--- src/include/rf_seq_pkg.sv ---
// constants, tables and state codes for the pin, reset and sequencing block
// assumes one clock domain; the rate enables come from the clock dividers
package rf_seq_pkg;
  localparam int ADDR_W = 7;
  localparam logic [6:0] ADDR_IF = 7'h01;
  localparam logic [6:0] ADDR_SRST = 7'h02;
  localparam logic [6:0] ADDR_SEQ = 7'h03;
  localparam logic [6:0] ADDR_SRST_DONE = 7'h41;
  localparam logic [7:0] IF_RESET = 8'h00;
  localparam logic [7:0] SRST_RESET = 8'h00;
  localparam logic [7:0] SEQ_RESET = 8'h8a;
  localparam logic [7:0] ALL_ONES = 8'hff;
  localparam logic [7:0] READ_ZERO = 8'h00;
  localparam int IF_BYPASS = 7;
  localparam int IF_SPLIT = 6;
  localparam int IF_LOCK_GATE = 5;
  localparam int IF_CS_GATE = 4;
  localparam int IF_TX_CTRL = 3;
  localparam int IF_RX_CTRL = 2;
  localparam int IF_TX_POL = 1;
  localparam int IF_RX_POL = 0;
  localparam int IF_ANALOG_TEST_POWERDOWN = 3;
  localparam int TRIGGER_PIN_SELECT = 7;
  localparam int SEQ_RXW_HI = 6;
  localparam int SEQ_RXW_LO = 4;
  localparam int SEQ_CSW_HI = 3;
  localparam int SEQ_CSW_LO = 0;
  localparam int SRST_SEQ = 1;
  localparam logic [1:0] POWERDOWN_MODE_BOTH = 2'h1;
  localparam logic [1:0] POWERDOWN_MODE_AUTO = 2'h3;
  localparam logic [1:0] CAL_NEVER = 2'h0;
  localparam logic [1:0] CAL_ALWAYS = 2'h1;
  localparam logic [1:0] CAL_EVERY16 = 2'h2;
  localparam logic [3:0] CAL16_MASK = 4'hf;
  localparam logic [2:0] TEST_MODE_DFLT = 3'h1;
  localparam logic [2:0] RXW_NONE = 3'h7;
  localparam logic [8:0] CNT_ZERO = 9'h000;
  localparam logic [8:0] CNT_ONE = 9'h001;
  // adc clock periods per code; last code adds no wait
  localparam logic [8:0] RXW_TBL [8] = '{9'h020, 9'h02c, 9'h040, 9'h058,
                                         9'h080, 9'h0b0, 9'h100, 9'h000};
  // filter clock periods per code
  localparam logic [8:0] CSW_TBL [16] = '{9'h014, 9'h016, 9'h018, 9'h01a,
                                          9'h01c, 9'h01e, 9'h020, 9'h024,
                                          9'h028, 9'h02c, 9'h030, 9'h034,
                                          9'h038, 9'h03c, 9'h040, 9'h048};
  typedef enum logic [2:0] {
    SEQ_IDLE = 3'h0,
    SEQ_DOWN = 3'h1,
    SEQ_LOCK = 3'h2,
    SEQ_RXW  = 3'h3,
    SEQ_CSW  = 3'h4,
    SEQ_RXON = 3'h5,
    SEQ_PLL_CAL_INTERVAL  = 3'h6
  } seq_state_e;
endpackage

--- src/rtl/rf_pin_reset_sequencing_ctrl.sv ---
// pin/interface config, submodule soft resets and auto power-up sequencer
// assumes a config port decoder giving write and read strobes, analog
// status on mclk, and adc/filter clock enables from the dividers
//
// How it works
// bypass bit powers oscillator down, takes external
// split bit moves rx data off data pin
// data pin falling edge triggers when selected and split bit set
// lock gating holds data clock high unlocked, in sync mode and power-down mode both only
// carrier gating holds data clock high without carrier, in sync mode only
// host keeps carrier gating off in tx
// tx amp pin static or follows internal pa
// rx amp pin static or follows internal lna
// tx polarity bit sets pin active level
// rx polarity bit sets pin active level
// test enables route low bits to test
// each low reset bit resets one unit
// reset bits self clear when reset starts
// host polls reset done until all ones
// host prefers whole-chip reset normally
// power select falling edge triggers when selected
// rx wait counts adc periods after lock
// carrier wait counts filter periods after rx
// sequencing only with auto mode in rx
// rising power-down request returns to power-down
// calibration interval never, always, 16th, 256th
// trigger pins synchronised, one edge one sequence
// no carrier at timeout returns to power-down
`timescale 1ns/1ps
`default_nettype none
module rf_pin_reset_sequencing_ctrl
  import rf_seq_pkg::*;
(
  input  wire logic                          mclk,
  input  wire logic                          rst,
  input  wire logic [rf_seq_pkg::ADDR_W-1:0] cfgAddr,
  input  wire logic                          cfgWrEn,
  input  wire logic [7:0]                    cfgWrData,
  input  wire logic                          cfgRdEn,
  input  wire logic                          rxTxSelect,
  input  wire logic [1:0]                    powerdownMode,
  input  wire logic [1:0]                    seqPllCalInterval,
  input  wire logic                          seqEnterPowerdown,
  input  wire logic                          analogTestEnableF,
  input  wire logic                          analogTestEnableA,
  input  wire logic                          dataIoPinIn,
  input  wire logic                          powerSelPin,
  input  wire logic                          syncMode,
  input  wire logic                          pllLock,
  input  wire logic                          carrierSense,
  input  wire logic                          paOn,
  input  wire logic                          lnaOn,
  input  wire logic                          rxData,
  input  wire logic                          dataClkRaw,
  input  wire logic                          adcClkEn,
  input  wire logic                          filterClkEn,
  input  wire logic [7:0]                    unitClkRunning,
  output logic      [7:0]                    cfgRdData,
  output logic                               oscPowerdown,
  output logic                               extClockSel,
  output logic                               dataIoPinOut,
  output logic                               dataIoPinOe_n,
  output logic                               lockPinOut,
  output logic                               dataClockPinOut,
  output logic                               txAmpEnablePin,
  output logic                               rxAmpEnablePin,
  output logic                               analogTestPowerdown,
  output logic      [2:0]                    testMode,
  output logic      [7:0]                    unitRst_n,
  output logic                               rxChainOn,
  output logic                               synthOn,
  output logic                               pllCalStart
);
  import rf_seq_pkg::*;

  logic [7:0] ifCfg_q, ifCfg_d, srst_q, srst_d, seqCfg_q, seqCfg_d;
  logic [7:0] done_q, done_d, rd_q, rd_d;
  logic       wrIf, wrSrst, wrSeq;

  assign wrIf = cfgWrEn && cfgAddr == ADDR_IF;
  assign wrSrst = cfgWrEn && cfgAddr == ADDR_SRST;
  assign wrSeq = cfgWrEn && cfgAddr == ADDR_SEQ;

  // register file; a written zero starts a unit reset and reads back as one
  always_comb begin
    ifCfg_d = wrIf ? cfgWrData : ifCfg_q;
    seqCfg_d = wrSeq ? cfgWrData : seqCfg_q;
    srst_d = wrSrst ? cfgWrData : ALL_ONES;
    for (int i = 0; i < 8; i++) begin
      if (!srst_q[i]) begin
        done_d[i] = 1'b0;
      end else begin
        done_d[i] = done_q[i] | unitClkRunning[i];
      end
    end
    rd_d = READ_ZERO;
    if (cfgRdEn) begin
      unique case (cfgAddr)
        ADDR_IF:        rd_d = ifCfg_q;
        ADDR_SRST:      rd_d = srst_q;
        ADDR_SEQ:       rd_d = seqCfg_q;
        ADDR_SRST_DONE: rd_d = done_q;
        default:        rd_d = READ_ZERO;
      endcase
    end
  end

  always_ff @(posedge mclk) begin
    if (rst) begin
      ifCfg_q <= IF_RESET;
      srst_q <= SRST_RESET;
      seqCfg_q <= SEQ_RESET;
      done_q <= READ_ZERO;
      rd_q <= READ_ZERO;
    end else begin
      ifCfg_q <= ifCfg_d;
      srst_q <= srst_d;
      seqCfg_q <= seqCfg_d;
      done_q <= done_d;
      rd_q <= rd_d;
    end
  end

  // trigger pins: two stages, then edge detect on the clean copy
  logic [1:0] meta_q, sync_q, prev_q;
  logic       dioFall, pselFall, seqEn, trig;

  always_ff @(posedge mclk) begin
    if (rst) begin
      meta_q <= 2'h3;
      sync_q <= 2'h3;
      prev_q <= 2'h3;
    end else begin
      meta_q <= {powerSelPin, dataIoPinIn};
      sync_q <= meta_q;
      prev_q <= sync_q;
    end
  end

  assign dioFall = prev_q[0] && !sync_q[0];
  assign pselFall = prev_q[1] && !sync_q[1];
  assign seqEn = powerdownMode == POWERDOWN_MODE_AUTO && !rxTxSelect;
  assign trig = (seqCfg_q[TRIGGER_PIN_SELECT] && pselFall)
             || (!seqCfg_q[TRIGGER_PIN_SELECT] && ifCfg_q[IF_SPLIT] && dioFall);

  // sequencer; the soft reset bit for it acts like the chip reset
  seq_state_e st_q, st_d;
  logic [8:0] cnt_q, cnt_d;
  logic [7:0] nSeq_q, nSeq_d;
  logic       pdReq_q, pdRise, seqRst, calDue, endSeq;

  assign seqRst = rst || !srst_q[SRST_SEQ];
  assign pdRise = seqEnterPowerdown && !pdReq_q;

  always_comb begin
    unique case (seqPllCalInterval)
      CAL_NEVER:   calDue = 1'b0;
      CAL_ALWAYS:  calDue = 1'b1;
      CAL_EVERY16: calDue = (nSeq_q[3:0] & CAL16_MASK) == CAL16_MASK;
      default:     calDue = &nSeq_q;
    endcase
  end

  always_comb begin
    st_d = st_q;
    cnt_d = cnt_q;
    nSeq_d = nSeq_q;
    endSeq = 1'b0;
    unique case (st_q)
      SEQ_IDLE: begin
        if (seqEn) st_d = SEQ_DOWN;
      end
      SEQ_DOWN: begin
        if (trig) st_d = SEQ_LOCK;
      end
      SEQ_LOCK: begin
        if (pllLock) begin
          st_d = SEQ_RXW;
          cnt_d = RXW_TBL[seqCfg_q[SEQ_RXW_HI:SEQ_RXW_LO]];
        end
      end
      SEQ_RXW: begin
        if (cnt_q == CNT_ZERO) begin
          st_d = SEQ_CSW;
          cnt_d = CSW_TBL[seqCfg_q[SEQ_CSW_HI:SEQ_CSW_LO]];
        end else if (adcClkEn) begin
          cnt_d = cnt_q - CNT_ONE;
        end
      end
      SEQ_CSW: begin
        if (carrierSense) begin
          st_d = SEQ_RXON;
        end else if (cnt_q == CNT_ZERO) begin
          endSeq = 1'b1;
        end else if (filterClkEn) begin
          cnt_d = cnt_q - CNT_ONE;
        end
      end
      SEQ_RXON: begin
        if (pdRise) endSeq = 1'b1;
      end
      SEQ_PLL_CAL_INTERVAL: st_d = SEQ_DOWN;
      default: st_d = SEQ_IDLE;
    endcase
    if (endSeq) begin
      nSeq_d = nSeq_q + 8'h01;
      st_d = calDue ? SEQ_PLL_CAL_INTERVAL : SEQ_DOWN;
    end
    if (pdRise && st_q != SEQ_IDLE && !endSeq) st_d = SEQ_DOWN;
    if (!seqEn) st_d = SEQ_IDLE;
  end

  always_ff @(posedge mclk) begin
    if (seqRst) begin
      st_q <= SEQ_IDLE;
      cnt_q <= CNT_ZERO;
      nSeq_q <= READ_ZERO;
      pdReq_q <= 1'b0;
    end else begin
      st_q <= st_d;
      cnt_q <= cnt_d;
      nSeq_q <= nSeq_d;
      pdReq_q <= seqEnterPowerdown;
    end
  end

  // pins, all registered
  logic dio_d, dioOe_d, lock_d, data_clock_pin_d, txAmp_d, rxAmp_d, split;
  logic testOn, tpd_d, rxOn_d, synOn_d, cal_d;
  logic [2:0] tmode_d;

  assign split = ifCfg_q[IF_SPLIT];
  assign testOn = analogTestEnableF || analogTestEnableA;

  always_comb begin
    dio_d = rxData;
    dioOe_d = split || rxTxSelect;
    lock_d = (split && syncMode) ? rxData : pllLock;
    data_clock_pin_d = dataClkRaw;
    if (split && !syncMode) begin
      data_clock_pin_d = rxData;
    end else if (syncMode) begin
      if (ifCfg_q[IF_LOCK_GATE] && powerdownMode == POWERDOWN_MODE_BOTH && !pllLock)
        data_clock_pin_d = 1'b1;
      if (ifCfg_q[IF_CS_GATE] && !carrierSense)
        data_clock_pin_d = 1'b1;
    end
    txAmp_d = ifCfg_q[IF_TX_POL];
    if (ifCfg_q[IF_TX_CTRL]) txAmp_d = paOn ~^ ifCfg_q[IF_TX_POL];
    rxAmp_d = ifCfg_q[IF_RX_POL];
    if (ifCfg_q[IF_RX_CTRL]) rxAmp_d = lnaOn ~^ ifCfg_q[IF_RX_POL];
    tpd_d = testOn ? ifCfg_q[IF_ANALOG_TEST_POWERDOWN] : 1'b1;
    tmode_d = testOn ? ifCfg_q[2:0] : TEST_MODE_DFLT;
    rxOn_d = st_d == SEQ_CSW || st_d == SEQ_RXON || st_d == SEQ_IDLE;
    synOn_d = st_d != SEQ_DOWN;
    cal_d = st_d == SEQ_PLL_CAL_INTERVAL;
  end

  always_ff @(posedge mclk) begin
    if (rst) begin
      dataIoPinOut <= 1'b0;
      dataIoPinOe_n <= 1'b1;
      lockPinOut <= 1'b0;
      dataClockPinOut <= 1'b1;
      txAmpEnablePin <= 1'b0;
      rxAmpEnablePin <= 1'b0;
      analogTestPowerdown <= 1'b1;
      testMode <= TEST_MODE_DFLT;
      oscPowerdown <= 1'b0;
      extClockSel <= 1'b0;
      rxChainOn <= 1'b0;
      synthOn <= 1'b0;
      pllCalStart <= 1'b0;
    end else begin
      dataIoPinOut <= dio_d;
      dataIoPinOe_n <= dioOe_d;
      lockPinOut <= lock_d;
      dataClockPinOut <= data_clock_pin_d;
      txAmpEnablePin <= txAmp_d;
      rxAmpEnablePin <= rxAmp_d;
      analogTestPowerdown <= tpd_d;
      testMode <= tmode_d;
      oscPowerdown <= ifCfg_q[IF_BYPASS];
      extClockSel <= ifCfg_q[IF_BYPASS];
      rxChainOn <= rxOn_d;
      synthOn <= synOn_d;
      pllCalStart <= cal_d;
    end
  end

  assign cfgRdData = rd_q;
  assign unitRst_n = srst_q;
endmodule
`default_nettype wire

--- config.mk ---
export PLATFORM = sky130hd
export DESIGN_NAME = rf_pin_reset_sequencing_ctrl
export DESIGN_NICKNAME = d
export VERILOG_FILES = /design/src/include/rf_seq_pkg.sv /design/src/rtl/rf_pin_reset_sequencing_ctrl.sv
export SDC_FILE = /design/constraint.sdc
export NUM_CORES = 1
export LEC_CHECK = 0
export BUFFER_PORTS_ARGS = -buffer_cell sky130_fd_sc_hd__buf_2
export CAP_MARGIN = 20
export CORE_ASPECT_RATIO = 0.6
export CORE_UTILIZATION = 35
export CTS_BUF_LIST = sky130_fd_sc_hd__clkbuf_4
export CTS_CLUSTER_SIZE = 10
export DETAILED_ROUTE_END_ITERATION = 16
export MAX_ROUTING_LAYER = met4
export PLACE_DENSITY = 0.66
export SYNTH_ARGS = -nofsm -noshare
export SYNTH_HDL_FRONTEND = slang
export SYNTH_SLANG_ARGS = --single-unit
--- constraint.sdc ---
create_clock -name mclk -period 2.5 [get_ports mclk]
set_input_delay 0.375 -clock mclk [delete_from_list [all_inputs] [get_ports mclk]]
set_output_delay 0.375 -clock mclk [all_outputs]
set_load 0.05 [all_outputs]
==> impl_metrics.tcl <==
set metrics [dict create \
    antenna_found_initial 0 \
    synthCells 422 \
    yosysWarnings 0 \
    wl_per_cell_um 15.35 \
    die_area_um2 11210 \
    gp_congestion 0.8599 \
    endpoint_kind "flop" \
    ys_types 62 \
    hold_viol_final 0 \
    fmax_ghz 0.4383 \
    cp.required_ns 2.85 \
    synth-edff-count 0 \
    post-route-min-period_ns 2.282 \
    status "finished clean" \
    rsz0062_at_grt "false" \
    final_area_um2 4423 \
    power_density_nw_per_um2 523.3 \
    initial_core_util 0.3713 \
    drive_gt1_frac 0.2660 \
    syn-cell-area_um2 3772 \
    hold_path.class "input port to flop" \
    setup_viol 0 \
    drt_iter0_markers 327 \
    fin_crit_sh 0.9127 \
    core_area_um2 10160 \
    tightest_slew_ns 0.8116 \
    crit_path_start "cnt_q[1]$_SDFFE_PP0P_" \
    port_buffers 76 \
    clockBufferDepth 2 \
    totalWireLength_mm 9.750 \
    synthFlopType "dfxtp_1" \
    finalClockSkew_ns 0.02109 \
    cp_max_fo 14 \
    peakVddDrop_mv 0.2508 \
    via_count 3423 \
    htree_num_levels 3 \
    crit_path_start_kind "flop" \
    nFillCells 1032 \
    grt_pass1_wl_mm 15.61 \
    place_area_um2 4279 \
    clk-insertion-delay-late_ns 0.45 \
    die_w_um 136.0 \
    gr-usage-met3 0.04457 \
    power.leakage_uw 0.001714 \
    seq_area_frac_synth 0.4299 \
    ys_async_sr_fraction 0 \
    maxSlewViolCount 0 \
    syn_avg_cell_area_um2 8.939 \
    grt_start_max_net_pins 29 \
    use_met2 0.2579 \
    fin_nets 546 \
    ys_ff_latch 81 \
    numCtsBuffers 9 \
    arrival_ns 2.63 \
    grt_pass1_vias 3079 \
    track_usage 0.1877 \
    crit_type "flop to flop" \
    reg2reg_from "cnt_q[1]$_SDFFE_PP0P_" \
    maxCapViolCount 0 \
    die-height_um 82.42 \
    synth_nets 473 \
    dr.pass1.iters 5 \
    worstRegToRegCells 8 \
    hold_start "powerSelPin" \
    hold_buffers 0 \
    grtUsageMet1 0.2677 \
    gr-max-usage-layer "met1" \
    area_delta_synth_final_pct 17.25 \
    ant_nets 0 \
    io_pins 77 \
    cts_tree "done" \
    place_hpwl_mm 7.165 \
    clockRootBuffer "clkbuf_4" \
    overflow 0 \
    max_slew_margin 0.4553 \
    post_cts_buffers 0 \
    crit_end "cnt_q[3]$_SDFFE_PP0P_" \
    path_clk_slew_ns 0.14 \
    vias_per_cell 5.391 \
    rrSetupSlack_ns 0.22 \
    post-route-drc-count 0 \
    num_rows 28 \
    fin_tns_setup_ns 0 \
    r2r_end "cnt_q[3]$_SDFFE_PP0P_" \
    diodes 0 \
    cts.sinks 81 \
]
-- critical path, stage by stage, from the launching register on --
cell and delay, ns:
dfxtp_1 0.37, inv_1 0.11, ha_1 0.18, or4b_1 0.49, o21ai_2 0.28, buf_4 0.25, a21oi_1 0.09, o311ai_1 0.31
a21oi_1 0.10
-- synthesized netlist by cell type (8+ instances only) --
| cell type | instances | share of area |
|---|---|---|
| nand3_1 | 16 | 0.021 |
| nor3b_1 | 10 | 0.020 |
| dfxtp_1 | 81 | 0.43 |
| or2_2 | 8 | 0.013 |
| nor2b_1 | 14 | 0.023 |
| a211oi_1 | 9 | 0.018 |
| nor2_1 | 51 | 0.051 |
| a21oi_1 | 36 | 0.048 |
| nand2_1 | 27 | 0.027 |
| clkbuf_1 | 15 | 0.015 |
| xnor2_1 | 13 | 0.030 |
| o21ai_0 | 14 | 0.019 |
| mux2_2 | 10 | 0.030 |
-- worst min-delay path by stage --
stage,to,slack [ns],cells after the start
finish,meta_q[1]$_SDFF_PP1_,0.11,2
global route,meta_q[1]$_SDFF_PP1_,0.1,2
CTS,meta_q[1]$_SDFF_PP1_,0.09,2
detailed placement,sync_q[0]$_SDFF_PP1_,0.40,1
global placement,sync_q[0]$_SDFF_PP1_,0.41,1
floorplan,sync_q[0]$_SDFF_PP1_,0.39,1
-- state kept, by name, indices dropped and copies added, names as in the netlist, 2 cells and up --
name,count
seqCfg_q,8
ifCfg_q,8
cfgRdData,8
nSeq_q,8
st_q,3
done_q,8
unitRst_n,8
meta_q,2
cnt_q,9
sync_q,2
testMode,3
prev_q,2
-- final cells by class --
type                    instances  area (µm²)  area share
clock buffers                   9       67.56     0.01528
clock inverters                 7       71.32     0.01612
inverters                       7       26.28    0.005941
multi-input cells             310        2012      0.4549
flip-flops and latches         81        1622      0.3666
well taps                     135       168.9     0.03819
repair buffers                 86       455.4      0.1030
-- cell families after synthesis --
| logic type | count (synthesis) | synth area share |
|---|---|---|
| adders and majority gates | 5 | 0.01658 |
| muxes | 15 | 0.04312 |
| buffers and inverters | 31 | 0.03814 |
| AOI/OAI and AO/OA | 107 | 0.1881 |
| and+or+nand+nor | 170 | 0.2541 |
| xor gates and xnor gates | 13 | 0.03018 |
| DFF | 81 | 0.4299 |
-- stage by stage --
step	utilization	hold slack [ns]	setup WS (ns)	cells	power, µW
6_report	0.4353	0.1070	0.2183	635	2315
5_1_grt	0.4353	0.09591	0.01157	635	2407
4_1_cts	0.4349	0.09175	0.1957	635	2330
3_5_place_dp	0.4212	0.3996	0.2535	619	1566
3_3_place_gp	0.4212	0.4050	0.3955	619	1561
2_1_floorplan	-	0.3895	0.4749	422	1484
-- per-layer routing --
layer  share of wire  up-vias
li1                -     1675
met1            0.51     1633
met2            0.41      109
met3           0.070        6
met4          0.0062        0
met5               0        -
-- timing repair --
action                     4_1_cts  5_1_grt
resized for setup                0        1
hold endpoints to repair         0        0
setup endpoints to repair        0        1
-- report_power, final --
part	internal (µW)	leakage, µW	switching (µW)	total [µW]
logic	72.7	0.000983	134	207
registers	1320	0.000661	13.4	1330
clock network	302	0.0000695	475	777
total	1690	0.00171	622	2310
-- cells in the final DEF, fill, tap and decap left out, types with 6 or more instances in the layout --
| master | count |
|---|---|
| a211oi_1 | 9 |
| a21oi_1 | 36 |
| a22oi_1 | 6 |
| a32oi_1 | 6 |
| and2_1 | 6 |
| buf_2 | 76 |
| buf_4 | 10 |
| clkbuf_4 | 9 |
| dfxtp_1 | 81 |
| inv_1 | 7 |
| mux2_2 | 10 |
| nand2_1 | 27 |
| nand3_1 | 15 |
| nor2_1 | 51 |
| nor2b_1 | 14 |
| nor3_1 | 6 |
| nor3b_1 | 10 |
| o21ai_0 | 14 |
| or2_2 | 8 |
| xnor2_1 | 13 |
Power figures use the tool's default switching activity.
